--- config.mk ---
export PLATFORM = sky130hd
export DESIGN_NAME = tlos_tx_line_select
export DESIGN_NICKNAME = d
export VERILOG_FILES = /design/src/hw/tlos_pkg.sv /design/src/hw/tlos_edge_if.sv /design/src/hw/tlos_edge_detect.sv /design/src/hw/tlos_tx_line_select.sv
export VERILOG_INCLUDE_DIRS = /design/src /design/src/hw
export SDC_FILE = /design/constraint.sdc
export NUM_CORES = 1
export LEC_CHECK = 0
export ABC_AREA = 1
export BUFFER_PORTS_ARGS = -buffer_cell sky130_fd_sc_hd__buf_2
export CORE_MARGIN = 10
export CORE_UTILIZATION = 39
export CTS_CLUSTER_SIZE = 14
export DETAILED_ROUTE_END_ITERATION = 8
export GPL_TIMING_DRIVEN = 1
export MAX_ROUTING_LAYER = met4
export PLACE_DENSITY = 0.76
export SLEW_MARGIN = 20
export SYNTH_ARGS = -nofsm -noshare
export SYNTH_HDL_FRONTEND = slang
export SYNTH_SLANG_ARGS = --single-unit
--- constraint.sdc ---
create_clock -name pclk -period 1.3 [get_ports pclk]
set_clock_uncertainty 0.1 [all_clocks]
set_input_delay 0.13 -clock pclk [delete_from_list [all_inputs] [get_ports pclk]]
set_output_delay 0.13 -clock pclk [all_outputs]
set_load 0.005 [all_outputs]
--- src/hw/tlos_regs.svh ---
// Register offsets, field positions, reset values and timing counts
// Assumes a 32-bit APB slave with word-aligned registers
//
// What this block does
// - Analog line outputs used only when digital select clear
// - Analog outputs tristate until coding bit1, tristate clear
// - Digital select and coding bit1 give dual rail
// - Full-baud bit picks 50% or 100% pulses
// - Dual-rail outputs change on line clock rise
// - Polarity bit sets dual rail; reset active low
// - Digital outputs tristate until select set, tristate clear
// - Select set, coding bit1 clear give optical mode
// - Optical unipolar data timed on line clock rise
// - NRZ optical bit held whole bit period
// - CMI optical output changes on both clock edges
// - Polarity bit sets optical data; reset active high
// - Frame marker pulses on first bit of frame
// - Frame marker only in optical mode
`ifndef TLOS_REGS_SVH
`define TLOS_REGS_SVH

// ----------------------------------------------------------------
// Register offsets
// ----------------------------------------------------------------
`define TLOS_CTRL_OFFSET     12'h000
`define TLOS_STATUS_OFFSET   12'h004

// ----------------------------------------------------------------
// Control fields
// ----------------------------------------------------------------
`define TLOS_CTRL_WIDTH      6
`define TLOS_CTRL_DIGSEL     0
`define TLOS_CTRL_CODE1      1
`define TLOS_CTRL_TRIST      2
`define TLOS_CTRL_FULLB      3
`define TLOS_CTRL_POL        4
`define TLOS_CTRL_CMI        5
`define TLOS_CTRL_RESET      6'h00

// ----------------------------------------------------------------
// Status fields
// ----------------------------------------------------------------
`define TLOS_STAT_CLK        0
`define TLOS_STAT_MODE_LSB   1
`define TLOS_STAT_OE_LSB     3

// ----------------------------------------------------------------
// Timing
// ----------------------------------------------------------------
`define TLOS_SYNC_STAGES     2

`endif

--- src/hw/tlos_pkg.sv ---
// Types shared by the transmit line output select block
// Assumes the constants header is included by each module
package tlos_pkg;

   typedef enum logic [1:0] {
      TLOS_MODE_ANALOG,
      TLOS_MODE_DUAL,
      TLOS_MODE_OPTICAL
   } tlos_mode_t;

endpackage

--- src/hw/tlos_edge_if.sv ---
// Edge events of the synchronised line clock
// Assumes both ends run on pclk
`timescale 1ns/1ps

interface tlos_edge_if;
   logic rise;
   logic fall;
   logic level;

   modport src (output rise, output fall, output level);
   modport dst (input rise, input fall, input level);
endinterface

--- src/hw/tlos_edge_detect.sv ---
// Synchroniser and edge finder for the line clock
// Assumes the line clock is far slower than pclk
`timescale 1ns/1ps
`include "tlos_regs.svh"

module tlos_edge_detect #(
   parameter int STAGES = `TLOS_SYNC_STAGES
) (
   input  wire logic  pclk,
   input  wire logic  presetn,
   input  wire logic  clk_in,
   tlos_edge_if.src   edges
);

   logic [STAGES-1:0] sync;
   logic [STAGES-1:0] next_sync;
   logic              prev;
   logic              next_prev;

   initial begin
      if (STAGES < 2) begin
         $error("tlos_edge_detect needs at least two stages");
      end
   end

   // ----------------------------------------------------------------
   // Sync chain
   // ----------------------------------------------------------------
   always_comb begin
      next_sync = {sync[STAGES-2:0], clk_in};
      next_prev = sync[STAGES-1];
   end

   always_ff @(posedge pclk or negedge presetn) begin
      if (!presetn) begin
         sync <= '0;
         prev <= 1'b0;
      end else begin
         sync <= next_sync;
         prev <= next_prev;
      end
   end

   // ----------------------------------------------------------------
   // Edge events
   // ----------------------------------------------------------------
   assign edges.rise  = sync[STAGES-1] & ~prev;
   assign edges.fall  = ~sync[STAGES-1] & prev;
   assign edges.level = sync[STAGES-1];

endmodule

--- src/hw/tlos_tx_line_select.sv ---
// Transmit line output select: analog, dual-rail or optical output
// Assumes framer inputs on pclk and an APB master on pclk
//
// The register offsets and the APB slave port are this design's own decisions.
`timescale 1ns/1ps
`include "tlos_regs.svh"

module tlos_tx_line_select
   import tlos_pkg::*;
#(
   parameter int ADDR_W      = 12,
   parameter int SYNC_STAGES = `TLOS_SYNC_STAGES
) (
   input  wire logic              pclk,
   input  wire logic              presetn,
   input  wire logic              psel,
   input  wire logic              penable,
   input  wire logic              pwrite,
   input  wire logic [ADDR_W-1:0] paddr,
   input  wire logic [31:0]       pwdata,
   output logic [31:0]            prdata,
   output logic                   pready,
   output logic                   pslverr,
   input  wire logic              tx_line_clock,
   input  wire logic              tx_bit_in,
   input  wire logic              tx_mark_pos_in,
   input  wire logic              tx_mark_neg_in,
   input  wire logic              tx_frame_first_in,
   output logic                   analog_tx_line_a,
   output logic                   analog_tx_line_a_oe,
   output logic                   analog_tx_line_b,
   output logic                   analog_tx_line_b_oe,
   output logic                   tx_pulse_out_pos,
   output logic                   tx_pulse_out_pos_oe,
   output logic                   tx_pulse_out_neg,
   output logic                   tx_pulse_out_neg_oe,
   output logic                   optical_tx_data_out,
   output logic                   optical_tx_data_out_oe,
   output logic                   tx_frame_marker,
   output logic                   tx_frame_marker_oe
);

   initial begin
      if (ADDR_W < 3 || ADDR_W > 32) begin
         $error("tlos_tx_line_select address width out of range");
      end
   end

   // ----------------------------------------------------------------
   // Line clock edges
   // ----------------------------------------------------------------
   tlos_edge_if lclk_if();

   tlos_edge_detect #(
      .STAGES (SYNC_STAGES)
   ) u_edge (
      .pclk    (pclk),
      .presetn (presetn),
      .clk_in  (tx_line_clock),
      .edges   (lclk_if)
   );

   // ----------------------------------------------------------------
   // Control register and APB slave
   // ----------------------------------------------------------------
   logic [`TLOS_CTRL_WIDTH-1:0] ctrl;
   logic [`TLOS_CTRL_WIDTH-1:0] next_ctrl;
   logic [31:0]                 next_prdata;
   logic                        next_pready;
   logic                        next_pslverr;
   logic [31:0]                 status_word;
   logic                        hit_ctrl;
   logic                        hit_status;
   logic                        access;

   logic digsel;
   logic code1;
   logic trist;
   logic fullb;
   logic pol;
   logic cmi;

   assign digsel = ctrl[`TLOS_CTRL_DIGSEL];
   assign code1  = ctrl[`TLOS_CTRL_CODE1];
   assign trist  = ctrl[`TLOS_CTRL_TRIST];
   assign fullb  = ctrl[`TLOS_CTRL_FULLB];
   assign pol    = ctrl[`TLOS_CTRL_POL];
   assign cmi    = ctrl[`TLOS_CTRL_CMI];

   assign hit_ctrl   = paddr == ADDR_W'(`TLOS_CTRL_OFFSET);
   assign hit_status = paddr == ADDR_W'(`TLOS_STATUS_OFFSET);
   assign access     = psel & penable & ~pready;

   always_comb begin
      next_ctrl    = ctrl;
      next_prdata  = 32'h00000000;
      next_pready  = access;
      next_pslverr = 1'b0;
      if (access) begin
         if (hit_ctrl) begin
            next_prdata = {{(32-`TLOS_CTRL_WIDTH){1'b0}}, ctrl};
            if (pwrite) begin
               next_ctrl = pwdata[`TLOS_CTRL_WIDTH-1:0];
            end
         end else if (hit_status) begin
            if (!pwrite) begin
               next_prdata = status_word;
            end
         end else begin
            next_pslverr = 1'b1;
         end
      end
   end

   always_ff @(posedge pclk or negedge presetn) begin
      if (!presetn) begin
         ctrl    <= `TLOS_CTRL_RESET;
         prdata  <= 32'h00000000;
         pready  <= 1'b0;
         pslverr <= 1'b0;
      end else begin
         ctrl    <= next_ctrl;
         prdata  <= next_prdata;
         pready  <= next_pready;
         pslverr <= next_pslverr;
      end
   end

   // ----------------------------------------------------------------
   // Mode decode
   // ----------------------------------------------------------------
   tlos_mode_t mode;

   always_comb begin
      if (!digsel) begin
         mode = TLOS_MODE_ANALOG;
      end else if (code1) begin
         mode = TLOS_MODE_DUAL;
      end else begin
         mode = TLOS_MODE_OPTICAL;
      end
   end

   // ----------------------------------------------------------------
   // Symbol state on line clock edges
   // ----------------------------------------------------------------
   logic pos_act;
   logic neg_act;
   logic opt_act;
   logic fm_act;
   logic cmi_alt;
   logic cmi_zero;
   logic next_pos_act;
   logic next_neg_act;
   logic next_opt_act;
   logic next_fm_act;
   logic next_cmi_alt;
   logic next_cmi_zero;

   always_comb begin
      next_pos_act  = pos_act;
      next_neg_act  = neg_act;
      next_opt_act  = opt_act;
      next_fm_act   = fm_act;
      next_cmi_alt  = cmi_alt;
      next_cmi_zero = cmi_zero;
      if (lclk_if.rise) begin
         next_pos_act  = tx_mark_pos_in;
         next_neg_act  = tx_mark_neg_in;
         next_cmi_zero = ~tx_bit_in;
         if (cmi) begin
            if (tx_bit_in) begin
               next_opt_act = ~cmi_alt;
               next_cmi_alt = ~cmi_alt;
            end else begin
               next_opt_act = 1'b0;
            end
         end else begin
            next_opt_act = tx_bit_in;
         end
         next_fm_act = tx_frame_first_in & (mode == TLOS_MODE_OPTICAL);
      end else if (lclk_if.fall) begin
         if (!fullb) begin
            next_pos_act = 1'b0;
            next_neg_act = 1'b0;
         end
         if (cmi && cmi_zero) begin
            next_opt_act = 1'b1;
         end
      end
   end

   always_ff @(posedge pclk or negedge presetn) begin
      if (!presetn) begin
         pos_act  <= 1'b0;
         neg_act  <= 1'b0;
         opt_act  <= 1'b0;
         fm_act   <= 1'b0;
         cmi_alt  <= 1'b0;
         cmi_zero <= 1'b0;
      end else begin
         pos_act  <= next_pos_act;
         neg_act  <= next_neg_act;
         opt_act  <= next_opt_act;
         fm_act   <= next_fm_act;
         cmi_alt  <= next_cmi_alt;
         cmi_zero <= next_cmi_zero;
      end
   end

   // ----------------------------------------------------------------
   // Pin levels and enables
   // ----------------------------------------------------------------
   logic next_line_a;
   logic next_line_b;
   logic next_line_oe;
   logic next_pos_pin;
   logic next_neg_pin;
   logic next_opt_pin;
   logic next_fm_pin;
   logic next_dual_oe;
   logic next_opt_oe;

   always_comb begin
      next_line_a  = pos_act;
      next_line_b  = neg_act;
      next_line_oe = (mode == TLOS_MODE_ANALOG) & code1 & ~trist;
      next_pos_pin = pol ? pos_act : ~pos_act;
      next_neg_pin = pol ? neg_act : ~neg_act;
      next_opt_pin = pol ? ~opt_act : opt_act;
      next_fm_pin  = fm_act;
      next_dual_oe = (mode == TLOS_MODE_DUAL) & ~trist;
      next_opt_oe  = (mode == TLOS_MODE_OPTICAL) & ~trist;
   end

   always_ff @(posedge pclk or negedge presetn) begin
      if (!presetn) begin
         analog_tx_line_a       <= 1'b0;
         analog_tx_line_a_oe    <= 1'b0;
         analog_tx_line_b       <= 1'b0;
         analog_tx_line_b_oe    <= 1'b0;
         tx_pulse_out_pos       <= 1'b1;
         tx_pulse_out_pos_oe    <= 1'b0;
         tx_pulse_out_neg       <= 1'b1;
         tx_pulse_out_neg_oe    <= 1'b0;
         optical_tx_data_out    <= 1'b0;
         optical_tx_data_out_oe <= 1'b0;
         tx_frame_marker        <= 1'b0;
         tx_frame_marker_oe     <= 1'b0;
      end else begin
         analog_tx_line_a       <= next_line_a;
         analog_tx_line_a_oe    <= next_line_oe;
         analog_tx_line_b       <= next_line_b;
         analog_tx_line_b_oe    <= next_line_oe;
         tx_pulse_out_pos       <= next_pos_pin;
         tx_pulse_out_pos_oe    <= next_dual_oe;
         tx_pulse_out_neg       <= next_neg_pin;
         tx_pulse_out_neg_oe    <= next_dual_oe;
         optical_tx_data_out    <= next_opt_pin;
         optical_tx_data_out_oe <= next_opt_oe;
         tx_frame_marker        <= next_fm_pin;
         tx_frame_marker_oe     <= next_opt_oe;
      end
   end

   // ----------------------------------------------------------------
   // Status word
   // ----------------------------------------------------------------
   always_comb begin
      status_word = 32'h00000000;
      status_word[`TLOS_STAT_CLK] = lclk_if.level;
      status_word[`TLOS_STAT_MODE_LSB +: 2] = mode;
      status_word[`TLOS_STAT_OE_LSB]     = analog_tx_line_a_oe;
      status_word[`TLOS_STAT_OE_LSB + 1] = tx_pulse_out_pos_oe;
      status_word[`TLOS_STAT_OE_LSB + 2] = optical_tx_data_out_oe;
   end

endmodule

==> flow_metrics.py <==
metrics = {
    "status": {
        "status": "finished, final reports clean",
    },
    "drt": {
        "drt_iter0_drc": 65,
        "via_count": 1243,
        "first_pass_iters": 4,
        "drc": 0,
        "route.detailed.wl_per_inst_um": 11.9,
        "viasPerCell": 4.19,
        "routed_wl_um": 3550,
        "ant_nets": 0,
    },
    "finish": {
        "nFillCells": 391,
        "diodes": 0,
        "top_regs": "ctrl x6, prdata x6, u_edge.sync x2",
        "area_delta_synth_final_pct": 28.6,
        "layout-drive-gt1-share": 0.352,
        "final_nets": 301,
        "final_cells": 297,
    },
    "sta": {
        "finalCriticalPeriod_ns": 1.28,
        "fmax_mhz": 781,
        "rsz0062_at_grt": "yes",
        "finalCritPeriodShare": 0.984,
        "hold_viol": 0,
        "slew_viol_final": 0,
        "fin_ws_ns": 0.0204,
        "setup_viol": 0,
    },
    "synth": {
        "synth.cell_area_um2": 1660,
        "synth-xor-area-share": 0.0212,
        "synth_compound_gate_area_share": 0.0665,
        "yosys_warnings": 0,
        "ys_ff_latch": 32,
        "synthSimpleGateAreaFrac": 0.214,
        "synth-edff-count": 0,
        "yosys.area_share.adder": 0.00756,
        "synthArstFlopShare": 1.00,
        "synth_area_per_cell_um2": 9.30,
        "ys_seq_area_frac": 0.485,
        "synth_cell_types": 25,
        "postSynthCellCount": 178,
        "synth_mux_area_frac": 0,
        "synth_top_family_by_area": "simple AND/OR/NAND/NOR gates",
        "synth_ff_type": "dfrtp_1",
    },
    "worst_hold_path": {
        "min_from": "pwrite",
        "hp-class": "input pin to flop",
        "whs_path_depth": 6,
        "min_to": "prdata[2]",
    },
    "setup_path": {
        "critical_path_class": "flop to flop",
        "r2r_cells": 5,
        "r2r-end": "ctrl[0]",
        "critPathMaxFanout": 6,
        "critPathRequiredTime_ns": 1.37,
        "cp_data_arrival_time_ns": 1.35,
        "reg2reg_from": "pready",
        "regToRegSetupSlack_ns": 0.02,
        "endpoint_kind": "flop",
        "cp-start-kind": "flop",
    },
    "placed_design": {
        "dp.cells": 275,
        "dp_hpwl_um": 2730,
        "routabilityCongestion": 0.896,
        "pre_cts_ws_ns": -0.0649,
        "port_buffers": 47,
    },
    "grt": {
        "grt_start_max_net_pins": 24,
        "antenna_found_initial": 0,
        "grt_pass1_wl_um": 5870,
        "grt_pass1_vias": 1310,
        "grt.overflow.total": 0,
        "grt_use_total": 0.101,
    },
    "power": {
        "power_leakage_nw": 1.12,
        "internal_power_mw": 1.60,
        "switching_share": 0.232,
        "switching_power_mw": 0.483,
        "clkPwrFrac": 0.361,
        "power_frac_seq": 0.512,
        "p_comb_frac": 0.127,
        "p_per_area_nw_per_um2": 977,
        "vdd_drop_max_v": 0.000342,
    },
    "clock_network": {
        "clock-sinks": 32,
        "cts_buffers": 5,
        "cts_root_buf": "clkbuf_8",
        "cts_tree": "yes",
        "clkTransAtPathRegs_ns": 0.06,
        "clock_path_buffers": 2,
        "clock_latency_ns": 0.28,
        "htreeDepth": 2,
    },
    "floorplan": {
        "fp.coreArea_um2": 4060,
        "num_io_pins": 100,
        "die_h_um": 85.2,
        "die_w_um": 85.2,
        "rows": 23,
        "dieArea_um2": 7250,
        "initial_utilization": 0.408,
    },
    "job": {
        "max_cap_violations": 0,
    },
}
metrics by stage:
stage	TNS, ns	area, um^2	power [mW]	util	hold WS [ns]
floorplan	0	1750	1.23	-	-0.266
global placement	-0.171	1850	1.28	0.456	0.0168
detailed placement	-0.353	1850	1.28	0.456	0.0225
CTS	0	2090	2.08	0.514	0.145
global route	-0.394	2130	2.19	0.525	0.208
finish	0	2130	2.08	0.525	0.156
critical path, stage by stage (launching register included):
cell      delay (ns)
dfrtp_1         0.37
nand3b_1        0.24
nor2_4          0.20
nand3_4         0.12
nand2_1         0.10
o21ai_2         0.05
layout make-up:
class                           instances  area [um^2]  area share
Sequential cell                        32          803       0.377
Timing Repair Buffer                   66          408       0.192
Inverter                               25         98.8      0.0464
Clock buffer                            8         90.1      0.0423
Tap cell                               50         62.6      0.0294
Multi-Input combinational cell        116          666       0.313
cells in the final DEF (no fill, tap or decap), types with 3 or more instances in the layout:
master         netlist  final
nor2_1              15     13
dfrtp_1             30     30
or2_4                2      3
nand3b_1             5      5
o21ai_0              4      4
o21ai_2              6      6
clkbuf_8             1      6
dlygate4sd3_1        0     12
buf_2                0     47
conb_1               1     26
a21oi_2              0      5
inv_1               25     23
nand2_1             27     27
nor2_4               1      3
buf_4               29      7
nor3_1               3      3
nand3_1              9      9
synth_stat cells (2+ instances only):
library cell  count  area (um^2)
nand3b_1          5         37.5
dfrtp_1          30          751
a21oi_1           6         30.0
o21ai_2           6         52.6
inv_1            25         93.8
o21ai_0           4         20.0
xnor2_1           2         17.5
nor2_8            2         40.0
nor2_1           15         56.3
nor3_1            3         15.0
nand2_1          27          101
or2_4             2         17.5
xor2_1            2         17.5
dfstp_2           2         52.6
buf_4            29          218
nand3_1           9         45.0
per-layer routing:
| layer | global-route usage | vias up | part of all wire |
|---|---|---|---|
| met4 | 0.0644 | 0 | 0.025 |
| met2 | 0.161 | 53 | 0.50 |
| met5 | - | - | 0 |
| li1 | - | 633 | - |
| met1 | 0.107 | 550 | 0.42 |
| met3 | 0.0296 | 7 | 0.058 |
cells by family after synthesis:
group | Yosys count
buf+inv | 56
simple gates | 67
other cells | 1
compound gates | 17
xor+xnor | 4
fa+ha+maj | 1
flops | 32
how the worst max path moves through the flow:
stage	from	end	slack, ns	cells past startpoint
finish	pready	ctrl[0]	0.02	5
CTS	pready	ctrl[0]	0.001	5
global route	pready	ctrl[4]	-0.07	5
floorplan	pready	ctrl[4]	0.02	6
global placement	pready	ctrl[1]	-0.03	5
detailed placement	pready	ctrl[0]	-0.06	5
what timing repair did:
| item | in CTS | in global routing |
|---|---|---|
| gates cloned | 1 | 0 |
| pin swaps | 0 | 2 |
| buffers inserted | 0 | 1 |
| setup endpoints to repair | 6 | 12 |
| gates resized for setup | 3 | 12 |
| hold buffers | 12 | 0 |
| hold endpoints to repair | 31 | 0 |
power groups by stage:
stage | Clock, mW | Combinational [mW] | Sequential [mW]
6_report | 0.750 | 0.264 | 1.06
5_1_grt | 0.824 | 0.297 | 1.07
4_1_cts | 0.779 | 0.236 | 1.06
3_5_place_dp | 0 | 0.204 | 1.08
3_3_place_gp | 0 | 0.200 | 1.08
2_1_floorplan | 0 | 0.153 | 1.08
No activity file was read; power rests on OpenSTA's default activity.
